## src/include/rtsw_map.svh

```systemverilog
// Purpose: Offsets, reset values, bit positions and timing for RT status regs
// Assumes: 200 MHz core clock
// Notes:   Summary of operation follows
`ifndef RTSW_MAP_SVH
`define RTSW_MAP_SVH
// ==========================================
// Register map
`define RTSW_ADDR_STATUS    16'h000e
`define RTSW_ADDR_SELFTEST  16'h000f
`define RTSW_RST_STATUS     16'h0000
`define RTSW_RST_SELFTEST   16'h0000
`define RTSW_STATUS_LOW_W   11
// ==========================================
// Self-test word bit positions
`define RTSW_B_TX_TMO       15
`define RTSW_B_TX_SD_A      10
`define RTSW_B_TERMINAL_FLAG_INHIBITED        9
`define RTSW_B_SELFTEST     8
// Bits below this one are per-message flags
`define RTSW_MSG_BITS       8
// ==========================================
// Timing
`define RTSW_CLK_PERIOD_PS  5000
`define RTSW_TX_TMO_PS      668000000
`define RTSW_RTRT_T0_PS     18500000
`define RTSW_RTRT_T1_PS     22500000
`define RTSW_RTRT_T2_PS     50500000
`define RTSW_RTRT_T3_PS     130000000
`define RTSW_CNT_W          18
`endif

```

## src/include/rtsw_pkg.sv

```systemverilog
// Purpose: Types for the RT status and self-test register block
// Assumes: Nothing beyond the map header
// Notes:   Flag groups travel as packed structs
package rtsw_pkg;
  // ==========================================
  // Live status sources, order matches status bits 10..0
  typedef struct packed {
    logic msg_error;
    logic instrumentation;
    logic service_request;
    logic [2:0] reserved;
    logic bcast_received;
    logic busy;
    logic subsystem_flag;
    logic bus_ctrl_accept;
    logic terminal_flag;
  } rtsw_status_t;

  // Per-message error events from the decoder and protocol logic
  typedef struct packed {
    logic word_count_high;
    logic word_count_low;
    logic wrong_sync_flag;
    logic invalid_word_flag;
    logic rt_to_rt_gap_sync_addr_error;
    logic rt_to_rt_cmd_word_error;
    logic rx_cmd_word_error;
  } rtsw_msg_err_t;
endpackage

```

## src/verilog/rtsw_regs.sv

```systemverilog
// Purpose: RT status word and self-test word registers with host read port
// Assumes: All inputs synchronous to i_core_clk; event inputs are pulses
// Notes:   Read data appears one clock after the read strobe
`timescale 1ns/1ps
`default_nettype none
`include "rtsw_map.svh"

module rtsw_regs
  import rtsw_pkg::*;
#(
  parameter int TX_TMO_CYC =
    (`RTSW_TX_TMO_PS + `RTSW_CLK_PERIOD_PS - 1) / `RTSW_CLK_PERIOD_PS,
  parameter int RTRT_T0_CYC =
    (`RTSW_RTRT_T0_PS + `RTSW_CLK_PERIOD_PS - 1) / `RTSW_CLK_PERIOD_PS,
  parameter int RTRT_T1_CYC =
    (`RTSW_RTRT_T1_PS + `RTSW_CLK_PERIOD_PS - 1) / `RTSW_CLK_PERIOD_PS,
  parameter int RTRT_T2_CYC =
    (`RTSW_RTRT_T2_PS + `RTSW_CLK_PERIOD_PS - 1) / `RTSW_CLK_PERIOD_PS,
  parameter int RTRT_T3_CYC =
    (`RTSW_RTRT_T3_PS + `RTSW_CLK_PERIOD_PS - 1) / `RTSW_CLK_PERIOD_PS
)
(
  input  wire logic          i_core_clk,
  input  wire logic          i_rst,
  // Host read port
  input  wire logic [15:0]   i_host_addr,
  input  wire logic          i_host_rd,
  output logic [15:0]        o_host_rdata,
  output logic               o_host_rvalid,
  output logic               o_host_hit,
  // Status word sources
  input  wire rtsw_status_t  i_status_live,
  input  wire logic          i_alt_status_en,
  input  wire logic [10:0]   i_alt_status_word,
  // Transmitter and bus events
  input  wire logic          i_tx_active,
  input  wire logic          i_loopback_fail_bus_a,
  input  wire logic          i_loopback_fail_bus_b,
  input  wire logic          i_transparent_handshake_fail,
  input  wire logic          i_tx_shutdown_cmd,
  input  wire logic          i_tx_override_cmd,
  input  wire logic          i_cmd_on_bus_b,
  input  wire logic          i_inhibit_tflag_cmd,
  input  wire logic          i_override_tflag_cmd,
  input  wire logic          i_selftest_fail,
  // Message framing and errors
  input  wire logic          i_msg_start,
  input  wire rtsw_msg_err_t i_msg_err,
  input  wire logic          i_rtrt_wait,
  input  wire logic [1:0]    i_rtrt_tmo_sel,
  // Transmit self-test word mode command
  input  wire logic          i_tx_bit_word_cmd,
  output logic [15:0]        o_bit_tx_word,
  output logic               o_bit_tx_valid,
  // Transmitter disables for bus A and bus B
  output logic               o_tx_disable_bus_a,
  output logic               o_tx_disable_bus_b
);

  // ==========================================
  // Declarations
  logic [15:0]            status_q;
  logic [15:0]            status_d;
  logic [15:0]            selftest_q;
  logic [15:0]            selftest_d;
  logic [15:0]            set_vec;
  logic [15:0]            clr_vec;
  logic [`RTSW_CNT_W-1:0] tx_cnt_q;
  logic [`RTSW_CNT_W-1:0] tx_cnt_d;
  logic [`RTSW_CNT_W-1:0] rtrt_cnt_q;
  logic [`RTSW_CNT_W-1:0] rtrt_cnt_d;
  logic [`RTSW_CNT_W-1:0] rtrt_limit;
  logic                   tx_tmo_hit;
  logic                   rtrt_tmo_hit;
  logic                   rtrt_done_q;
  logic                   rtrt_done_d;
  logic                   tx_dis_a_q;
  logic                   tx_dis_b_q;
  logic                   shut_from_a;
  logic                   shut_from_b;
  logic                   tflag_live;
  logic [10:0]            status_low;
  logic                   sel_status;
  logic                   sel_selftest;
  logic [15:0]            rd_mux;
  logic [15:0]            rdata_q;
  logic                   rvalid_q;
  logic                   hit_q;
  logic [15:0]            bit_tx_q;
  logic                   bit_tx_v_q;
  logic                   inhibit_q;

  // Counter limits cast once so compares stay width clean
  localparam logic [`RTSW_CNT_W-1:0] TX_LIM = `RTSW_CNT_W'(TX_TMO_CYC);
  localparam logic [`RTSW_CNT_W-1:0] RT_L0  = `RTSW_CNT_W'(RTRT_T0_CYC);
  localparam logic [`RTSW_CNT_W-1:0] RT_L1  = `RTSW_CNT_W'(RTRT_T1_CYC);
  localparam logic [`RTSW_CNT_W-1:0] RT_L2  = `RTSW_CNT_W'(RTRT_T2_CYC);
  localparam logic [`RTSW_CNT_W-1:0] RT_L3  = `RTSW_CNT_W'(RTRT_T3_CYC);

  // ==========================================
  // Status word
  // Live terminal flag is forced low while the inhibit mode command holds; alternate word bit 0 is not masked
  assign tflag_live = i_status_live.terminal_flag & ~inhibit_q;

  // Live sources mapped onto bits 10..0; reserved bits stay zero unless the alternate word is selected
  // The reserved source inputs are dropped here so a stray driver cannot light them
  assign status_low = i_alt_status_en ? i_alt_status_word :
    {i_status_live.msg_error,
     i_status_live.instrumentation,
     i_status_live.service_request,
     3'h0,
     i_status_live.bcast_received,
     i_status_live.busy,
     i_status_live.subsystem_flag,
     i_status_live.bus_ctrl_accept,
     tflag_live};

  // Upper five bits are hard zero
  assign status_d = {5'h00, status_low};

  // ==========================================
  // Transmitter watchdog
  // Counts while one transmission is on the bus; saturates at the limit
  // The count restarts whenever the transmitter drops, so back-to-back
  // replies are each timed on their own
  assign tx_tmo_hit = i_tx_active && (tx_cnt_q == TX_LIM - 1'b1);
  assign tx_cnt_d   = !i_tx_active        ? '0 :
                      (tx_cnt_q == TX_LIM) ? tx_cnt_q :
                      tx_cnt_q + 1'b1;

  // ==========================================
  // RT-to-RT response timer
  // Limit follows the two-bit timeout selection
  assign rtrt_limit = (i_rtrt_tmo_sel == 2'h0) ? RT_L0 :
                      (i_rtrt_tmo_sel == 2'h1) ? RT_L1 :
                      (i_rtrt_tmo_sel == 2'h2) ? RT_L2 :
                      RT_L3;

  // Fires once when the wait runs past the selected limit; the >= compare keeps
  // a selection lowered mid-wait below the running count from being missed
  assign rtrt_tmo_hit = i_rtrt_wait && !rtrt_done_q && (rtrt_cnt_q >= rtrt_limit);
  assign rtrt_cnt_d   = !i_rtrt_wait                   ? '0 :
                        (rtrt_tmo_hit || rtrt_done_q) ? rtrt_cnt_q :
                        rtrt_cnt_q + 1'b1;
  assign rtrt_done_d  = i_rtrt_wait && (rtrt_done_q || rtrt_tmo_hit);

  // ==========================================
  // Transmitter shutdown
  // A command on one bus shuts the other, inactive bus
  // The bus qualifier is taken with the command itself, not held afterwards
  assign shut_from_a = i_tx_shutdown_cmd & ~i_cmd_on_bus_b;
  assign shut_from_b = i_tx_shutdown_cmd &  i_cmd_on_bus_b;

  // ==========================================
  // Self-test word set and clear vectors
  assign set_vec = {tx_tmo_hit,
                    i_loopback_fail_bus_b,
                    i_loopback_fail_bus_a,
                    i_transparent_handshake_fail,
                    shut_from_a,
                    shut_from_b,
                    i_inhibit_tflag_cmd,
                    i_selftest_fail,
                    i_msg_err.word_count_high,
                    i_msg_err.word_count_low,
                    i_msg_err.wrong_sync_flag,
                    i_msg_err.invalid_word_flag,
                    i_msg_err.rt_to_rt_gap_sync_addr_error,
                    rtrt_tmo_hit,
                    i_msg_err.rt_to_rt_cmd_word_error,
                    i_msg_err.rx_cmd_word_error};

  // Per-message flags are refreshed at each message start; the rest are sticky
  // so a one-off fault is never lost between host polls
  assign clr_vec = {{(16 - `RTSW_MSG_BITS){1'b0}},
                    {`RTSW_MSG_BITS{i_msg_start}}};

  // Set wins over clear so an error in the first cycle survives
  genvar g;
  generate
    for (g = 0; g < 16; g++)
    begin : g_flag
      assign selftest_d[g] = set_vec[g] | (selftest_q[g] & ~clr_vec[g]);
    end
  endgenerate

  // ==========================================
  // Host read decode
  assign sel_status   = (i_host_addr == `RTSW_ADDR_STATUS);
  assign sel_selftest = (i_host_addr == `RTSW_ADDR_SELFTEST);
  // Both registers are read-only; other addresses read as zero
  assign rd_mux = sel_status   ? status_q :
                  sel_selftest ? selftest_q :
                  16'h0000;

  // ==========================================
  // Status and self-test registers
  always_ff @(posedge i_core_clk)
  begin
    if (i_rst)
    begin
      status_q   <= `RTSW_RST_STATUS;
      selftest_q <= `RTSW_RST_SELFTEST;
    end
    else
    begin
      status_q   <= status_d;
      selftest_q <= selftest_d;
    end
  end

  // Timer counters
  always_ff @(posedge i_core_clk)
  begin
    if (i_rst)
    begin
      tx_cnt_q    <= '0;
      rtrt_cnt_q  <= '0;
      rtrt_done_q <= 1'b0;
    end
    else
    begin
      tx_cnt_q    <= tx_cnt_d;
      rtrt_cnt_q  <= rtrt_cnt_d;
      rtrt_done_q <= rtrt_done_d;
    end
  end

  // Transmitter disables and terminal flag inhibit, cleared by override commands
  always_ff @(posedge i_core_clk)
  begin
    if (i_rst)
    begin
      tx_dis_a_q <= 1'b0;
      tx_dis_b_q <= 1'b0;
      inhibit_q  <= 1'b0;
    end
    else
    begin
      if (shut_from_a)
        tx_dis_b_q <= 1'b1;
      else if (i_tx_override_cmd)
        tx_dis_b_q <= 1'b0;
      if (shut_from_b)
        tx_dis_a_q <= 1'b1;
      else if (i_tx_override_cmd)
        tx_dis_a_q <= 1'b0;
      if (i_inhibit_tflag_cmd)
        inhibit_q <= 1'b1;
      else if (i_override_tflag_cmd)
        inhibit_q <= 1'b0;
    end
  end

  // Host read data, one cycle after the strobe
  // Data holds between reads so a slow host may still pick it up late
  always_ff @(posedge i_core_clk)
  begin
    if (i_rst)
    begin
      rdata_q  <= 16'h0000;
      rvalid_q <= 1'b0;
      hit_q    <= 1'b0;
    end
    else
    begin
      rvalid_q <= i_host_rd;
      if (i_host_rd)
      begin
        rdata_q <= rd_mux;
        hit_q   <= sel_status | sel_selftest;
      end
    end
  end

  // Self-test word snapshot for the bus transmitter
  // A flag set in the command cycle itself goes out with the next request
  always_ff @(posedge i_core_clk)
  begin
    if (i_rst)
    begin
      bit_tx_q   <= 16'h0000;
      bit_tx_v_q <= 1'b0;
    end
    else
    begin
      bit_tx_v_q <= i_tx_bit_word_cmd;
      if (i_tx_bit_word_cmd)
        bit_tx_q <= selftest_q;
    end
  end

  // ==========================================
  // Outputs
  assign o_host_rdata       = rdata_q;
  assign o_host_rvalid      = rvalid_q;
  assign o_host_hit         = hit_q;
  assign o_bit_tx_word      = bit_tx_q;
  assign o_bit_tx_valid     = bit_tx_v_q;
  assign o_tx_disable_bus_a = tx_dis_a_q;
  assign o_tx_disable_bus_b = tx_dis_b_q;

endmodule

`default_nettype wire

```

## config.mk

```make
export PLATFORM = sky130hd
export DESIGN_NAME = rtsw_regs
export DESIGN_NICKNAME = d
export VERILOG_FILES = /design/src/include/rtsw_pkg.sv /design/src/verilog/rtsw_regs.sv
export VERILOG_INCLUDE_DIRS = /design/src /design/src/include
export SDC_FILE = /design/constraint.sdc
export NUM_CORES = 1
export LEC_CHECK = 0
export BUFFER_PORTS_ARGS = -buffer_cell sky130_fd_sc_hd__buf_4
export CAP_MARGIN = 10
export CORE_ASPECT_RATIO = 0.5
export CORE_MARGIN = 4
export CORE_UTILIZATION = 54
export CTS_CLUSTER_DIAMETER = 80
export CTS_CLUSTER_SIZE = 20
export DETAILED_ROUTE_END_ITERATION = 12
export PLACE_DENSITY = 0.78
export SLEW_MARGIN = 10
export SYNTH_ARGS = -nofsm -noshare
export SYNTH_HDL_FRONTEND = slang
export SYNTH_SLANG_ARGS = --single-unit
```

## constraint.sdc

```tcl
create_clock -name i_core_clk -period 2.6 [get_ports i_core_clk]
set_input_delay 0.26 -clock i_core_clk [delete_from_list [all_inputs] [get_ports i_core_clk]]
set_output_delay 0.26 -clock i_core_clk [all_outputs]
set_load 0.005 [all_outputs]
```

==> impl_metrics.csv <==
group,metric,value,unit
pwr,peakVddDrop,0.431,mV
global_route,grt.total_usage,0.214,
sta,final-hold-violation-count,0,
logic_synthesis,ys.flop_type,"dfxtp_1",
floorplan,fp.dieH,72.1,um
drt,wl_met3,357,um
worst_setup_path,startpoint_type,"register",
pwr,p_switching,0.713,mW
pwr,swShare,0.216,
sta,tightest_slew,0.678,ns
logic_synthesis,yosysMostFrequentCell,"dfxtp_1",
cts,htree_num_levels,3,
drt,wl_per_cell,14.3,um
hold_path,hold_path.class,"in2reg",
drt,dr.pass1.iters,4,
drt,viasPerCell,5.26,
logic_synthesis,synthArstFlopShare,0,
global_route,first_global_vias,3571,
job,drv_cap,0,
drt,ant_nets,0,
global_route,antenna_found_initial,0,
worst_setup_path,endpoint_kind,"register",
cells_and_area,diodes,0,
drt,routed_wl,10.1,mm
pwr,pwr-share-comb,0.077,
cts,cts_hold_buf,0,
worst_setup_path,rrSetupSlack,0.31,ns
sta,setup_tns,0,ns
floorplan,ios,101,
logic_synthesis,synth_edf_count,0,
logic_synthesis,avgSynthCellArea,9.12,um2
cts,clk_latency,0.34,ns
outcome,outcome,"complete, no violations",
logic_synthesis,synthesis.nets,564,
cts,cts_made_buffers,9,
cts,root_buffer,"clkbuf_16",
logic_synthesis,netlist_instances,486,
global_route,grt_pass1_wl,16.7,mm
floorplan,core-area,8000,um2
floorplan,rows,23,
global_route,gr-total-overflow,0,
placed_design,gp_congestion,0.837,
logic_synthesis,ys_warn_count,0,
pwr,power.internal,2.59,mW
floorplan,initial_core_util,0.554,
sta,maxSlewHeadroom,0.548,
cts,clock_path_buffers,2,
logic_synthesis,ys_top_cells_by_area,"dfxtp_1, nor2_1, mux2i_1",
sta,period_needed,2.29,ns
cells_and_area,fill_cells,655,
cts,cts_tree,"yes",
sta,setup_violations,0,
pwr,power.density,587,nW/um2
worst_setup_path,cp_max_fo,6,
placed_design,hpwl,7.21,mm
sta,skew,0.00559,ns
pwr,power,3.30,mW
floorplan,die-area,9810,um2
cts,clock_sinks,102,
cells_and_area,utilization,0.703,
drt,drtIter0Drc,140,
logic_synthesis,ys_top_cells_by_count,"dfxtp_1, nor2_1, a21oi_1",
worst_setup_path,r2r_start,"rtrt_cnt_q[7]",
placed_design,portBuffers,97,
drt,drt-met1-wl,4.24,mm
logic_synthesis,ys_ff_latch,102,
worst_setup_path,crit_arrival,2.56,ns
worst_setup_path,cp-startpoint,"rtrt_cnt_q[7]",
sta,fmax,436,MHz
worst_setup_path,crit_required,2.87,ns
sta,rsz0062_at_grt,"false",
global_route,grt_max_degree,60,
drt,num_vias,3695,
drt,top_layer,"met4",
cts,cts_setup_buffers,0,
hold_path,hold_path.startpoint,"i_alt_status_word[5]",
logic_synthesis,ys_seq_area_frac,0.460,
cells_and_area,nNetsFinal,663,
drt,wl_met2,5.28,mm
pwr,power_frac_clock,0.429,
cells_and_area,drive_gt1_frac,0.247,
sta,period_share,0.882,
pwr,seqPwrFrac,0.494,
cells_and_area,syn_to_final_growth,26.8,%
cts,cts-resized-gates,0,
logic_synthesis,synth_area,4430,um2
worst_setup_path,critPathKind,"reg2reg",
sta,final-max-slew-violation-count,0,
floorplan,die_w,136,um
logic_synthesis,synth_cell_types,52,
logic_synthesis,synth_top_area_share,0.460,
logic_synthesis,yosys.area.top_type,"dfxtp_1",
drt,drc,0,
pwr,p_leak,2.38,nW
cts,clkTransAtPathRegs,0.07,ns
==> registers in the layout, indices dropped and copies added (netlist names), 11 cells and up <==
name           cells
o_bit_tx_word     16
selftest_q        16
tx_cnt_q          18
o_host_rdata      16
status_q          11
rtrt_cnt_q        18
==> cell families after synthesis <==
kind of cell / after synthesis / synth area share
xor+xnor: 18 / 0.0356
mux: 37 / 0.0866
compound gates: 71 / 0.100
fa+ha+maj: 15 / 0.0420
simple gates: 206 / 0.244
buf+inv: 37 / 0.0313
flops: 102 / 0.460
==> power groups by stage <==
stage	sequential (mW)	combinational [mW]	clock (mW)
after floorplan	1.66	0.129	0
after global placement	1.66	0.248	0
after detailed placement	1.67	0.254	0
after CTS	1.63	0.255	1.46
after global routing	1.63	0.281	1.51
final	1.63	0.254	1.42
==> final cells by class <==
cell class / instances / area (um2) / share of cell area
sequential: 102 / 2040 / 0.363
inverter: 19 / 71.3 / 0.0127
tap: 112 / 140 / 0.0249
clock buffer: 9 / 225 / 0.0400
timing repair buffer: 106 / 796 / 0.141
multi-input combinational: 347 / 2250 / 0.401
clock inverter: 7 / 96.3 / 0.0171
==> worst max-delay path, cell delays in order, from the launching register on <==
cell and delay, ns:
dfxtp_1 0.35, ha_1 0.31, nand4_1 0.16, o221a_2 0.30
maj3_2 0.39, nor2_1 0.34, or4b_1 0.20, mux2i_1 0.17
==> final timing paths <==
kind	end	cells after the start
setup / recovery	rtrt_cnt_q[2]	7
hold / removal	status_q[5]	2
setup reg to reg	rtrt_cnt_q[2]	7
hold reg to reg	o_host_rdata[0]	2
==> through the flow <==
step,cell area (um2),hold slack (ns),instances,worst slack (ns)
final,5620,0.121,702,0.307
after global routing,5620,0.107,702,0.187
after CTS,5620,0.105,702,0.321
after detailed placement,5300,0.458,686,0.138
after global placement,5300,0.455,686,0.163
after floorplan,4430,0.376,486,0.270
==> placed cells by master (no fill, tap or decap), drive strengths merged, types with 9 or more instances in the layout <==
cell and count:
a21oi 45, nor2b 9, xor2 11, nand2b 17, ha 14, dfxtp 102
nor2 76, nand3 26, mux2i 26, clkbuf 9, nand2 19, mux2 11
buf 106, inv 20
==> layer usage <==
metal,vias up,global-route usage
li1,1889,-
met1,1743,0.249
met2,49,0.381
met3,14,0.0630
met4,0,0.0726
met5,-,0
No activity file was read; power rests on OpenSTA's default activity.
